--- src/rtl/sdram_seq_defs.svh ---
// Offsets, field positions and reset values of the sequencer and address unit.
`ifndef SDRAM_SEQ_DEFS_SVH
`define SDRAM_SEQ_DEFS_SVH
`define REG_CTRL 8'h00
`define REG_STATUS 8'h04
`define REG_PROG_ADDR 8'h08
`define REG_PROG_DATA 8'h0c
`define REG_LOOP_COUNT 8'h10
`define REG_LAYER_SEL 8'h14
`define REG_LAYER_ROW 8'h18
`define REG_LAYER_WIDTH 8'h1c
`define REG_LAYER_FMT 8'h20
`define REG_LOGICAL 8'h24
`define REG_PHYSICAL 8'h28
`define CTRL_START_BIT 0
`define CTRL_BUSY_BIT 0
`define CTRL_PWRDN_BIT 1
`define WORD_ADDR_HI 12
`define WORD_ADDR_LO 6
`define WORD_FLOW_HI 5
`define WORD_FLOW_LO 4
`define WORD_FLOW_TOP 12
`define LOOP_COUNT_RESET 8'h01
`define ROW_LO 12
`endif

--- src/rtl/sdram_seq_pkg.sv ---
// Types shared by the sequencer, the array model and the bench.
package sdram_seq_pkg;
  typedef enum logic [2:0] {
    CMD_NOP = 3'h0, CMD_BST = 3'h1, CMD_READ = 3'h2, CMD_WRITE = 3'h3,
    CMD_ACTIVATE = 3'h4, CMD_PRECHARGE_ALL = 3'h5, CMD_REFRESH = 3'h6,
    CMD_MODE_SET = 3'h7
  } sdram_cmd_t;
  typedef enum logic [2:0] {
    FLOW_RUN = 3'h0, FLOW_RET = 3'h1, FLOW_CALL = 3'h2, FLOW_LOOP = 3'h3,
    FLOW_PDE = 3'h6, FLOW_PDX = 3'h7
  } flow_t;
  typedef struct packed {
    logic rasN;
    logic casN;
    logic weN;
    logic autoPrecharge;
    logic valid;
  } sdram_pins_t;
endpackage

--- src/rtl/sdram_sequencer_address_map.sv ---
// Sequencer for init, refresh and power-down plus pixel address mapping.
`timescale 1ns/10ps
`include "sdram_seq_defs.svh"
module sdram_sequencer_address_map #(
  parameter int PROG_DEPTH = 64,
  parameter int LAYERS = 16
) (
  input wire logic mclk,
  input wire logic nrst,
  input wire logic [7:0] awaddr,
  input wire logic awvalid,
  output logic awready,
  input wire logic [31:0] wdata,
  input wire logic [3:0] wstrb,
  input wire logic wvalid,
  output logic wready,
  output logic [1:0] bresp,
  output logic bvalid,
  input wire logic bready,
  input wire logic [7:0] araddr,
  input wire logic arvalid,
  output logic arready,
  output logic [31:0] rdata,
  output logic [1:0] rresp,
  output logic rvalid,
  input wire logic rready,
  input wire logic genBusy,
  output sdram_seq_pkg::sdram_pins_t sdramCmd,
  output logic clockEnable
);
  import sdram_seq_pkg::*;

  localparam int AW = $clog2(PROG_DEPTH);

  initial
  begin
    if (PROG_DEPTH != 64 && PROG_DEPTH != 32)
      $error("PROG_DEPTH must be 64 or 32");
    if (LAYERS != 16)
      $error("LAYERS must be 16");
  end

  typedef enum logic [1:0] {SEQ_IDLE, SEQ_WAIT, SEQ_RUN} seq_state_t;

  logic [12:0] progMem [PROG_DEPTH];
  logic [10:0] baseRowMem [LAYERS];
  logic [13:0] widthMem [LAYERS];
  logic [3:0] fmtMem [LAYERS];

  logic [AW-1:0] progAddr_ff;
  logic [7:0] loopLimit_ff;
  logic [3:0] layerSel_ff;
  logic [31:0] logical_ff;
  logic [31:0] physical_ff;
  logic startPending_ff;
  logic powerDown_ff;
  seq_state_t state_ff;
  logic [AW-1:0] pc_ff;
  logic [AW-1:0] retAddr_ff;
  logic [7:0] loopCnt_ff;
  logic awHeld_ff;
  logic wHeld_ff;
  logic [7:0] awAddr_ff;
  logic [31:0] wData_ff;
  logic [3:0] wStrb_ff;

  // Write channel: address and data may arrive in either order.
  assign awready = !awHeld_ff && !bvalid;
  assign wready = !wHeld_ff && !bvalid;
  wire doWrite = awHeld_ff && wHeld_ff && !bvalid;
  wire wrFull = wStrb_ff == 4'hf;

  always_ff @(posedge mclk or negedge nrst)
  begin
    if (!nrst)
    begin
      awHeld_ff <= 1'b0;
      wHeld_ff <= 1'b0;
      awAddr_ff <= 8'h00;
      wData_ff <= 32'h00000000;
      wStrb_ff <= 4'h0;
      bvalid <= 1'b0;
      bresp <= 2'h0;
    end
    else
    begin
      if (awvalid && awready)
      begin
        awHeld_ff <= 1'b1;
        awAddr_ff <= awaddr;
      end
      if (wvalid && wready)
      begin
        wHeld_ff <= 1'b1;
        wData_ff <= wdata;
        wStrb_ff <= wstrb;
      end
      if (doWrite)
      begin
        awHeld_ff <= 1'b0;
        wHeld_ff <= 1'b0;
        bvalid <= 1'b1;
        bresp <= (awAddr_ff > `REG_PHYSICAL || awAddr_ff[1:0] != 2'h0)
          ? 2'h2 : 2'h0;
      end
      else if (bvalid && bready)
        bvalid <= 1'b0;
    end
  end

  // Software registers; writes take effect only with all byte lanes set.
  always_ff @(posedge mclk or negedge nrst)
  begin
    if (!nrst)
    begin
      progAddr_ff <= '0;
      loopLimit_ff <= `LOOP_COUNT_RESET;
      layerSel_ff <= 4'h0;
      logical_ff <= 32'h00000000;
    end
    else if (doWrite && wrFull)
    begin
      case (awAddr_ff)
        `REG_PROG_ADDR: progAddr_ff <= wData_ff[AW-1:0];
        `REG_PROG_DATA: progAddr_ff <= progAddr_ff + 1'b1;
        `REG_LOOP_COUNT: loopLimit_ff <= wData_ff[7:0];
        `REG_LAYER_SEL: layerSel_ff <= wData_ff[3:0];
        `REG_LOGICAL: logical_ff <= wData_ff;
        default: ;
      endcase
    end
  end

  // Program and layer stores.
  always_ff @(posedge mclk)
  begin
    if (doWrite && wrFull)
    begin
      if (awAddr_ff == `REG_PROG_DATA)
        progMem[progAddr_ff] <= {wData_ff[12:4], wData_ff[3:1], 1'b0};
      if (awAddr_ff == `REG_LAYER_ROW)
        baseRowMem[layerSel_ff] <= wData_ff[22:12];
      if (awAddr_ff == `REG_LAYER_WIDTH)
        widthMem[layerSel_ff] <= wData_ff[13:0];
      if (awAddr_ff == `REG_LAYER_FMT)
        fmtMem[layerSel_ff] <= wData_ff[3:0];
    end
  end

  // Start request: set wins over the clear taken when the routine starts.
  wire startWrite = doWrite && wrFull && awAddr_ff == `REG_CTRL &&
    wData_ff[`CTRL_START_BIT];
  wire launch = state_ff != SEQ_RUN && startPending_ff && !genBusy;

  always_ff @(posedge mclk or negedge nrst)
  begin
    if (!nrst)
      startPending_ff <= 1'b0;
    else if (startWrite)
      startPending_ff <= 1'b1;
    else if (launch)
      startPending_ff <= 1'b0;
  end

  // Micro program decode.
  wire [12:0] word = progMem[pc_ff];
  wire [AW-1:0] argAddr = word[`WORD_ADDR_LO+AW-1:`WORD_ADDR_LO];
  // Two instruction bits cannot hold six flow codes, so the spare top bit
  // above the argument supplies the flow code's upper bit.
  wire [2:0] flowBits = {word[`WORD_FLOW_TOP],
    word[`WORD_FLOW_HI:`WORD_FLOW_LO]};
  wire [2:0] cmdBits = word[3:1];

  always_ff @(posedge mclk or negedge nrst)
  begin
    if (!nrst)
    begin
      state_ff <= SEQ_IDLE;
      pc_ff <= '0;
      retAddr_ff <= '0;
      loopCnt_ff <= 8'h00;
      powerDown_ff <= 1'b0;
    end
    else
    begin
      case (state_ff)
        SEQ_IDLE, SEQ_WAIT:
        begin
          if (launch)
          begin
            state_ff <= SEQ_RUN;
            pc_ff <= '0;
            loopCnt_ff <= 8'h00;
          end
          else if (startPending_ff)
            state_ff <= SEQ_WAIT;
        end
        SEQ_RUN:
        begin
          case (flow_t'(flowBits))
            FLOW_RET: pc_ff <= retAddr_ff;
            FLOW_CALL:
            begin
              retAddr_ff <= pc_ff + 1'b1;
              pc_ff <= argAddr;
            end
            FLOW_LOOP:
            begin
              if (loopCnt_ff + 8'h01 >= loopLimit_ff)
              begin
                loopCnt_ff <= 8'h00;
                if (argAddr == '0)
                  state_ff <= SEQ_IDLE;
                else
                  pc_ff <= pc_ff + 1'b1;
              end
              else
              begin
                loopCnt_ff <= loopCnt_ff + 8'h01;
                pc_ff <= argAddr;
              end
            end
            FLOW_PDE:
            begin
              powerDown_ff <= 1'b1;
              pc_ff <= pc_ff + 1'b1;
            end
            FLOW_PDX:
            begin
              powerDown_ff <= 1'b0;
              pc_ff <= pc_ff + 1'b1;
            end
            default: pc_ff <= pc_ff + 1'b1;
          endcase
        end
        default: state_ff <= SEQ_IDLE;
      endcase
    end
  end

  // Command output from flip-flops, inverted to active-low pins.
  always_ff @(posedge mclk or negedge nrst)
  begin
    if (!nrst)
      sdramCmd <= '{rasN: 1'b1, casN: 1'b1, weN: 1'b1, autoPrecharge: 1'b0,
        valid: 1'b0};
    else if (state_ff == SEQ_RUN)
      sdramCmd <= '{rasN: !cmdBits[2], casN: !cmdBits[1], weN: !cmdBits[0],
        autoPrecharge: 1'b0, valid: 1'b1};
    else
      sdramCmd <= '{rasN: 1'b1, casN: 1'b1, weN: 1'b1, autoPrecharge: 1'b0,
        valid: 1'b0};
  end

  assign clockEnable = !powerDown_ff;

  // Address unit: logical word to physical address.
  wire [3:0] layer = {logical_ff[31:30], logical_ff[15:14]};
  wire [13:0] posX = logical_ff[29:16];
  wire [13:0] posY = logical_ff[13:0];
  wire [3:0] fmt = fmtMem[layer];
  logic [2:0] shift;

  always_comb
  begin
    case (fmt)
      4'h0, 4'h1, 4'h2, 4'h3: shift = fmt[2:0];
      4'h4, 4'h5, 4'h7: shift = 3'h4;
      4'h6, 4'h8, 4'he, 4'hf: shift = 3'h5;
      default: shift = 3'h0;
    endcase
  end

  wire [18:0] lineBits = 19'(widthMem[layer]) << shift;
  wire [10:0] rowCount = {1'b0, lineBits[18:9]} +
    11'(|lineBits[8:0]);
  wire [18:0] shiftedX = 19'(posX) << shift;
  wire [10:0] rowAddr = 11'(posY[13:6] * rowCount) +
    {1'b0, shiftedX[18:9]} + baseRowMem[layer];
  wire [1:0] bankAddr = {posY[5], shiftedX[8]};
  wire [7:0] colAddr = {posY[4:0], shiftedX[7:5]};

  always_ff @(posedge mclk or negedge nrst)
  begin
    if (!nrst)
      physical_ff <= 32'h00000000;
    else
      physical_ff <= {9'h000, rowAddr, bankAddr, colAddr, 2'h0};
  end

  // Read channel.
  assign arready = !rvalid;

  always_ff @(posedge mclk or negedge nrst)
  begin
    if (!nrst)
    begin
      rvalid <= 1'b0;
      rdata <= 32'h00000000;
      rresp <= 2'h0;
    end
    else if (arvalid && arready)
    begin
      rvalid <= 1'b1;
      rresp <= 2'h0;
      case (araddr)
        `REG_STATUS: rdata <= {30'h0, powerDown_ff, state_ff != SEQ_IDLE};
        `REG_PROG_ADDR: rdata <= 32'(progAddr_ff);
        `REG_LOOP_COUNT: rdata <= {24'h0, loopLimit_ff};
        `REG_LAYER_SEL: rdata <= {28'h0, layerSel_ff};
        `REG_LAYER_ROW: rdata <= {9'h0, baseRowMem[layerSel_ff], 12'h000};
        `REG_LAYER_WIDTH: rdata <= {18'h0, widthMem[layerSel_ff]};
        `REG_LAYER_FMT: rdata <= {28'h0, fmtMem[layerSel_ff]};
        `REG_LOGICAL: rdata <= logical_ff;
        `REG_PHYSICAL: rdata <= physical_ff;
        `REG_CTRL, `REG_PROG_DATA: rdata <= 32'h00000000;
        default:
        begin
          rdata <= 32'h00000000;
          rresp <= 2'h2;
        end
      endcase
    end
    else if (rvalid && rready)
      rvalid <= 1'b0;
  end

  chk_ap_zero: assert property (@(posedge mclk) disable iff (!nrst)
    !sdramCmd.autoPrecharge) else $error("auto precharge set");
  chk_wait_busy: assert property (@(posedge mclk) disable iff (!nrst)
    (state_ff == SEQ_WAIT && genBusy) |=> state_ff != SEQ_RUN)
    else $error("routine started during transfer");
  chk_cmd_invert: assert property (@(posedge mclk) disable iff (!nrst)
    state_ff == SEQ_RUN |=> sdramCmd.valid &&
    {sdramCmd.rasN, sdramCmd.casN, sdramCmd.weN} == ~$past(cmdBits))
    else $error("command not inverted");
  chk_call_ret: assert property (@(posedge mclk) disable iff (!nrst)
    (state_ff == SEQ_RUN && flowBits == 3'h2) |=>
    pc_ff == $past(argAddr) && retAddr_ff == $past(pc_ff) + 1'b1)
    else $error("call target wrong");
  chk_pde: assert property (@(posedge mclk) disable iff (!nrst)
    (state_ff == SEQ_RUN && flowBits == 3'h6) |=> !clockEnable)
    else $error("power down not entered");
  chk_pdx: assert property (@(posedge mclk) disable iff (!nrst)
    (state_ff == SEQ_RUN && flowBits == 3'h7) |=> clockEnable)
    else $error("power down not left");
  chk_start_run: assert property (@(posedge mclk) disable iff (!nrst)
    launch |=> state_ff == SEQ_RUN && pc_ff == '0)
    else $error("launch failed");
  chk_phys_low: assert property (@(posedge mclk) disable iff (!nrst)
    physical_ff[1:0] == 2'h0 && physical_ff[31:23] == 9'h000)
    else $error("physical format wrong");
  chk_bank_map: assert property (@(posedge mclk) disable iff (!nrst)
    (doWrite && wrFull && awAddr_ff == `REG_LOGICAL) ##1 1'b1 |=>
    physical_ff[11:10] == $past({posY[5], shiftedX[8]}))
    else $error("bank bits wrong");
  cov_launch: cover property (@(posedge mclk) disable iff (!nrst) launch);
  cov_wait: cover property (@(posedge mclk) disable iff (!nrst)
    state_ff == SEQ_WAIT ##1 state_ff == SEQ_RUN);
  cov_pd: cover property (@(posedge mclk) disable iff (!nrst)
    !clockEnable ##[1:50] clockEnable);
endmodule

--- config.mk ---
export PLATFORM = sky130hd
export DESIGN_NAME = sdram_sequencer_address_map
export DESIGN_NICKNAME = d
export VERILOG_FILES = /design/src/rtl/sdram_seq_pkg.sv /design/src/rtl/sdram_sequencer_address_map.sv
export VERILOG_INCLUDE_DIRS = /design/src /design/src/rtl
export SDC_FILE = /design/constraint.sdc
export NUM_CORES = 2
export LEC_CHECK = 0
export BUFFER_PORTS_ARGS = -buffer_cell sky130_fd_sc_hd__buf_2
export CORE_MARGIN = 5
export CORE_UTILIZATION = 60
export DETAILED_ROUTE_END_ITERATION = 7
export PLACE_DENSITY = 0.88
export RECOVER_POWER = 50
export SETUP_SLACK_MARGIN = 0.2
export SLEW_MARGIN = 40
export SYNTH_ARGS = -nofsm -noshare
export SYNTH_HDL_FRONTEND = slang
export SYNTH_SLANG_ARGS = --single-unit
--- constraint.sdc ---
create_clock -name mclk -period 12.55 [get_ports mclk]
set_clock_uncertainty 0.1 [all_clocks]
set_input_delay 3.1375 -clock mclk [delete_from_list [all_inputs] [get_ports mclk]]
set_output_delay 3.1375 -clock mclk [all_outputs]
set_load 0.02 [all_outputs]
==> results by group <==
Status
  – Status: finished, violations left
  – Failing checks: design-rule violations, max-capacitance violations, max-slew violations

Placement
  – DP HPWL: 104000 um
  – GPL Wtd Cong: 0.922
  – I/O Buffers: 103

Clock network
  – Worst-path clk slew: 60 ps
  – CTS Buf Count: 141
  – Root buffer cell: clkbuf_16
  – Clock sink count: 1413
  – Clock buffer depth: 3
  – Setup bufs post-CTS: 0
  – H-tree depth: 4
  – CTS tree: done
  – Clock Latency Late Sink: around 770 ps
  – Post-cts sizing count: 0
  – # hold bufs at CTS: 0

Power
  – Post-layout total power: 13300 uW
  – Lkg Pwr: 0.0228 uW
  – PD cells: around 190 mW/mm2
  – Maximum VDD drop: between 0.00015 and 0.0002 V

Logic synthesis
  – Synth area leader: edfxtp_1
  – Distinct cells, synth: 82
  – Synth top area cells: edfxtp_1, mux4_2, dfrtp_1, mux2i_1, mux2_2
  – Ys Warns: 0
  – Post-Synthesis Cells: 3461
  – Post-synth EDFFs: 1232
  – Syn_area_per_cell: 18.0 um2
  – Synthesized flop and latch total: ~1400
  – Asr flop ratio synth: 12.8%
  – Sequential share of the synthesized area: 66.8%
  – Synth top area share: 59.5%
  – Main flop type after synthesis: edfxtp_1
  – Synth Cell Area: 0.0622 mm2

Final layout
  – Commonest cells after routing, fill and taps aside: edfxtp_1, mux4_2, nand2_1
  – Commonest non-fill, non-tap cell in the layout: edfxtp_1
  – Fill count: approximately 5900
  – Area Growth Syn to Fin: 11.3%
  – Seq. cell area: 0.0416 mm2
  – Layout cells sized above 1: 27.3%
  – Nets: 3756
  – Area of the multi-input gates: 0.0197 mm2

Global routing
  – Vias in the first global route: 38300
  – Largest net degree at the start of global routing: 97
  – First-pass GRT wire length: 265000 um
  – GRT overflow: 0
  – Total GRT Usage: between 30% and 40%
  – Initial antenna violation count: 15

Drt
  – Routed WL: about 180000 um
  – Drt drc: 40
  – Antenna viol nets, final: 0
  – Initial DRC count: 7814
  – 1st-pass router iterations: 8
  – DR vias: 38400
  – DR WL/cell: 35.7 um
  – Vias/cell: 7.51

Worst setup path
  – Cell at the slowest stage of the critical path: dfrtp_4
  – Crit path largest cell delay: 880 ps
  – Worst setup path endpoint: physical_ff[22]
  – Crit-path max FO: 49
  – CP startpoint kind: register
  – Worst Setup SP: logical_ff[14]
  – CP bufs+invs: 4
  – RR Startpoint: logical_ff[14]
  – CP Class: register to register
  – Reg-to-reg endpoint: physical_ff[22]
  – Worst reg2reg path depth: 36
  – CP Data Required Time: 13080 ps
  – Worst path depth: 36
  – Worst R2R Setup Slack: 2350 ps
  – CP arrival: around 11000 ps
  – Cell family with most CP delay: adder cells
  – Crit. End Element: register

STA
  – Worst-Margin Slew: 4750 ps
  – Setup TNS: 0 ps
  – Final Hold Viols: 0
  – Max Slew Vio Count: ~1100
  – Ratio of final minimum period to clock period: around four fifths
  – Clock period minus worst slack: 10200 ps
  – Unrepaired setup endpoints after global routing: false
  – Max Fclk: 98.0 MHz
  – Relative slew slack: -216%
  – Final Setup Violations: 0

Hold path
  – Hold Path Class: register to register

Floorplanning
  – Row cnt: 118
  – Starting Density: between 60 and 70%
  – Die area: roughly 0.11 mm2
  – Chip height: 332 um
  – # IOs: around 110
  – Die X: 332 um
  – Core area: 0.103 mm2

Flow run
  – Max Cap Viol: 17
layout make-up:
type / count / area share [%]
Multi-Input combinational cell: 1748 / 28.4
Clock buffer: 185 / 5.44
Inverter: 88 / 0.477
Sequential cell: 1413 / 60.0
Timing Repair Buffer: 220 / 2.07
Tap cell: 1380 / 2.49
Antenna cell: 13 / 0.0470
Clock inverter: 73 / 1.03
cells in the mapped netlist (6+ instances only):
| cell | count |
|---|---|
| or2_2 | 6 |
| mux2_2 | 98 |
| ha_1 | 38 |
| a31oi_1 | 12 |
| a211oi_1 | 12 |
| nor2b_1 | 21 |
| buf_1 | 51 |
| inv_1 | 87 |
| a22oi_1 | 20 |
| mux4_2 | 442 |
| nor3_1 | 23 |
| and3_1 | 9 |
| buf_4 | 7 |
| a22o_1 | 9 |
| or3_1 | 7 |
| nand3b_1 | 8 |
| and4_1 | 6 |
| buf_2 | 27 |
| a21o_1 | 18 |
| nand3_1 | 36 |
| nor4_1 | 10 |
| o21ai_0 | 69 |
| nand2b_1 | 18 |
| a21oi_1 | 73 |
| mux2i_1 | 135 |
| xor2_1 | 7 |
| fa_1 | 46 |
| o211ai_1 | 6 |
| nor2_1 | 184 |
| nand4_1 | 13 |
| dfrtp_1 | 177 |
| xnor2_1 | 26 |
| o221ai_1 | 52 |
| edfxtp_1 | 1232 |
| and2_1 | 20 |
| clkbuf_1 | 123 |
| a222oi_1 | 23 |
| o22ai_1 | 26 |
| nand2_1 | 206 |
state kept, by name, indices dropped and copies added (netlist names), 6 cells and up:
name,flops
physical_ff,21
baseRowMem,176
retAddr_ff,6
awAddr_ff,8
widthMem,224
loopCnt_ff,8
logical_ff,32
rdata,32
loopLimit_ff,8
progMem,768
pc_ff,6
fmtMem,64
progAddr_ff,6
wData_ff,32
metal layers:
metal,GRT usage (%),wire (um),vias to the layer above
li1,-,-,14300
met1,42.4,57700,19000
met4,15.0,11300,6
met2,50.9,85300,4140
met5,0,39,-
met3,10.6,28300,913
per-stage QoR:
| step | cells | area, um2 | setup slack [ps] | hold WS, ps | util (%) |
|---|---|---|---|---|---|
| 2_1_floorplan | 3463 | 62200 | 3500 | 269 | - |
| 4_1_cts | 5104 | 69300 | 2410 | 304 | 67.1 |
| 3_3_place_gp | 4839 | 64500 | 2340 | 281 | 62.5 |
| 3_5_place_dp | 4846 | 64800 | 2490 | 292 | 62.8 |
| 6_report | 5120 | 69300 | 2350 | 308 | 67.1 |
| 5_1_grt | 5107 | 69200 | 1710 | 312 | 67.1 |
cell families (layout without fill, tap and decap cells):
logic type	count (synthesis)	in the layout	synth area share [%]
compound gates	365	365	4.08
simple gates	583	583	4.30
flops	1413	1413	66.8
xor+xnor	35	35	0.537
mux	678	678	20.1
fa+ha+maj	84	84	2.24
other cells	1	16	0.00603
buf+inv	302	566	2.01
worst min path at each step:
stage,depth (start not counted),from,slack (ps),endpoint
2_1_floorplan,0,logical_ff[2],270,physical_ff[7]
3_3_place_gp,0,logical_ff[0],280,physical_ff[5]
3_5_place_dp,0,logical_ff[0],290,physical_ff[5]
4_1_cts,0,logical_ff[5],300,physical_ff[11]
5_1_grt,0,logical_ff[3],310,physical_ff[8]
6_report,0,logical_ff[0],310,physical_ff[5]
report_power, final:
part | switching [uW] | internal [uW] | total, uW
logic | 1920 | 938 | 2850
clock network | 1850 | 2340 | 4190
registers | 304 | 5960 | 6260
No activity file was read; power rests on OpenSTA's default activity.
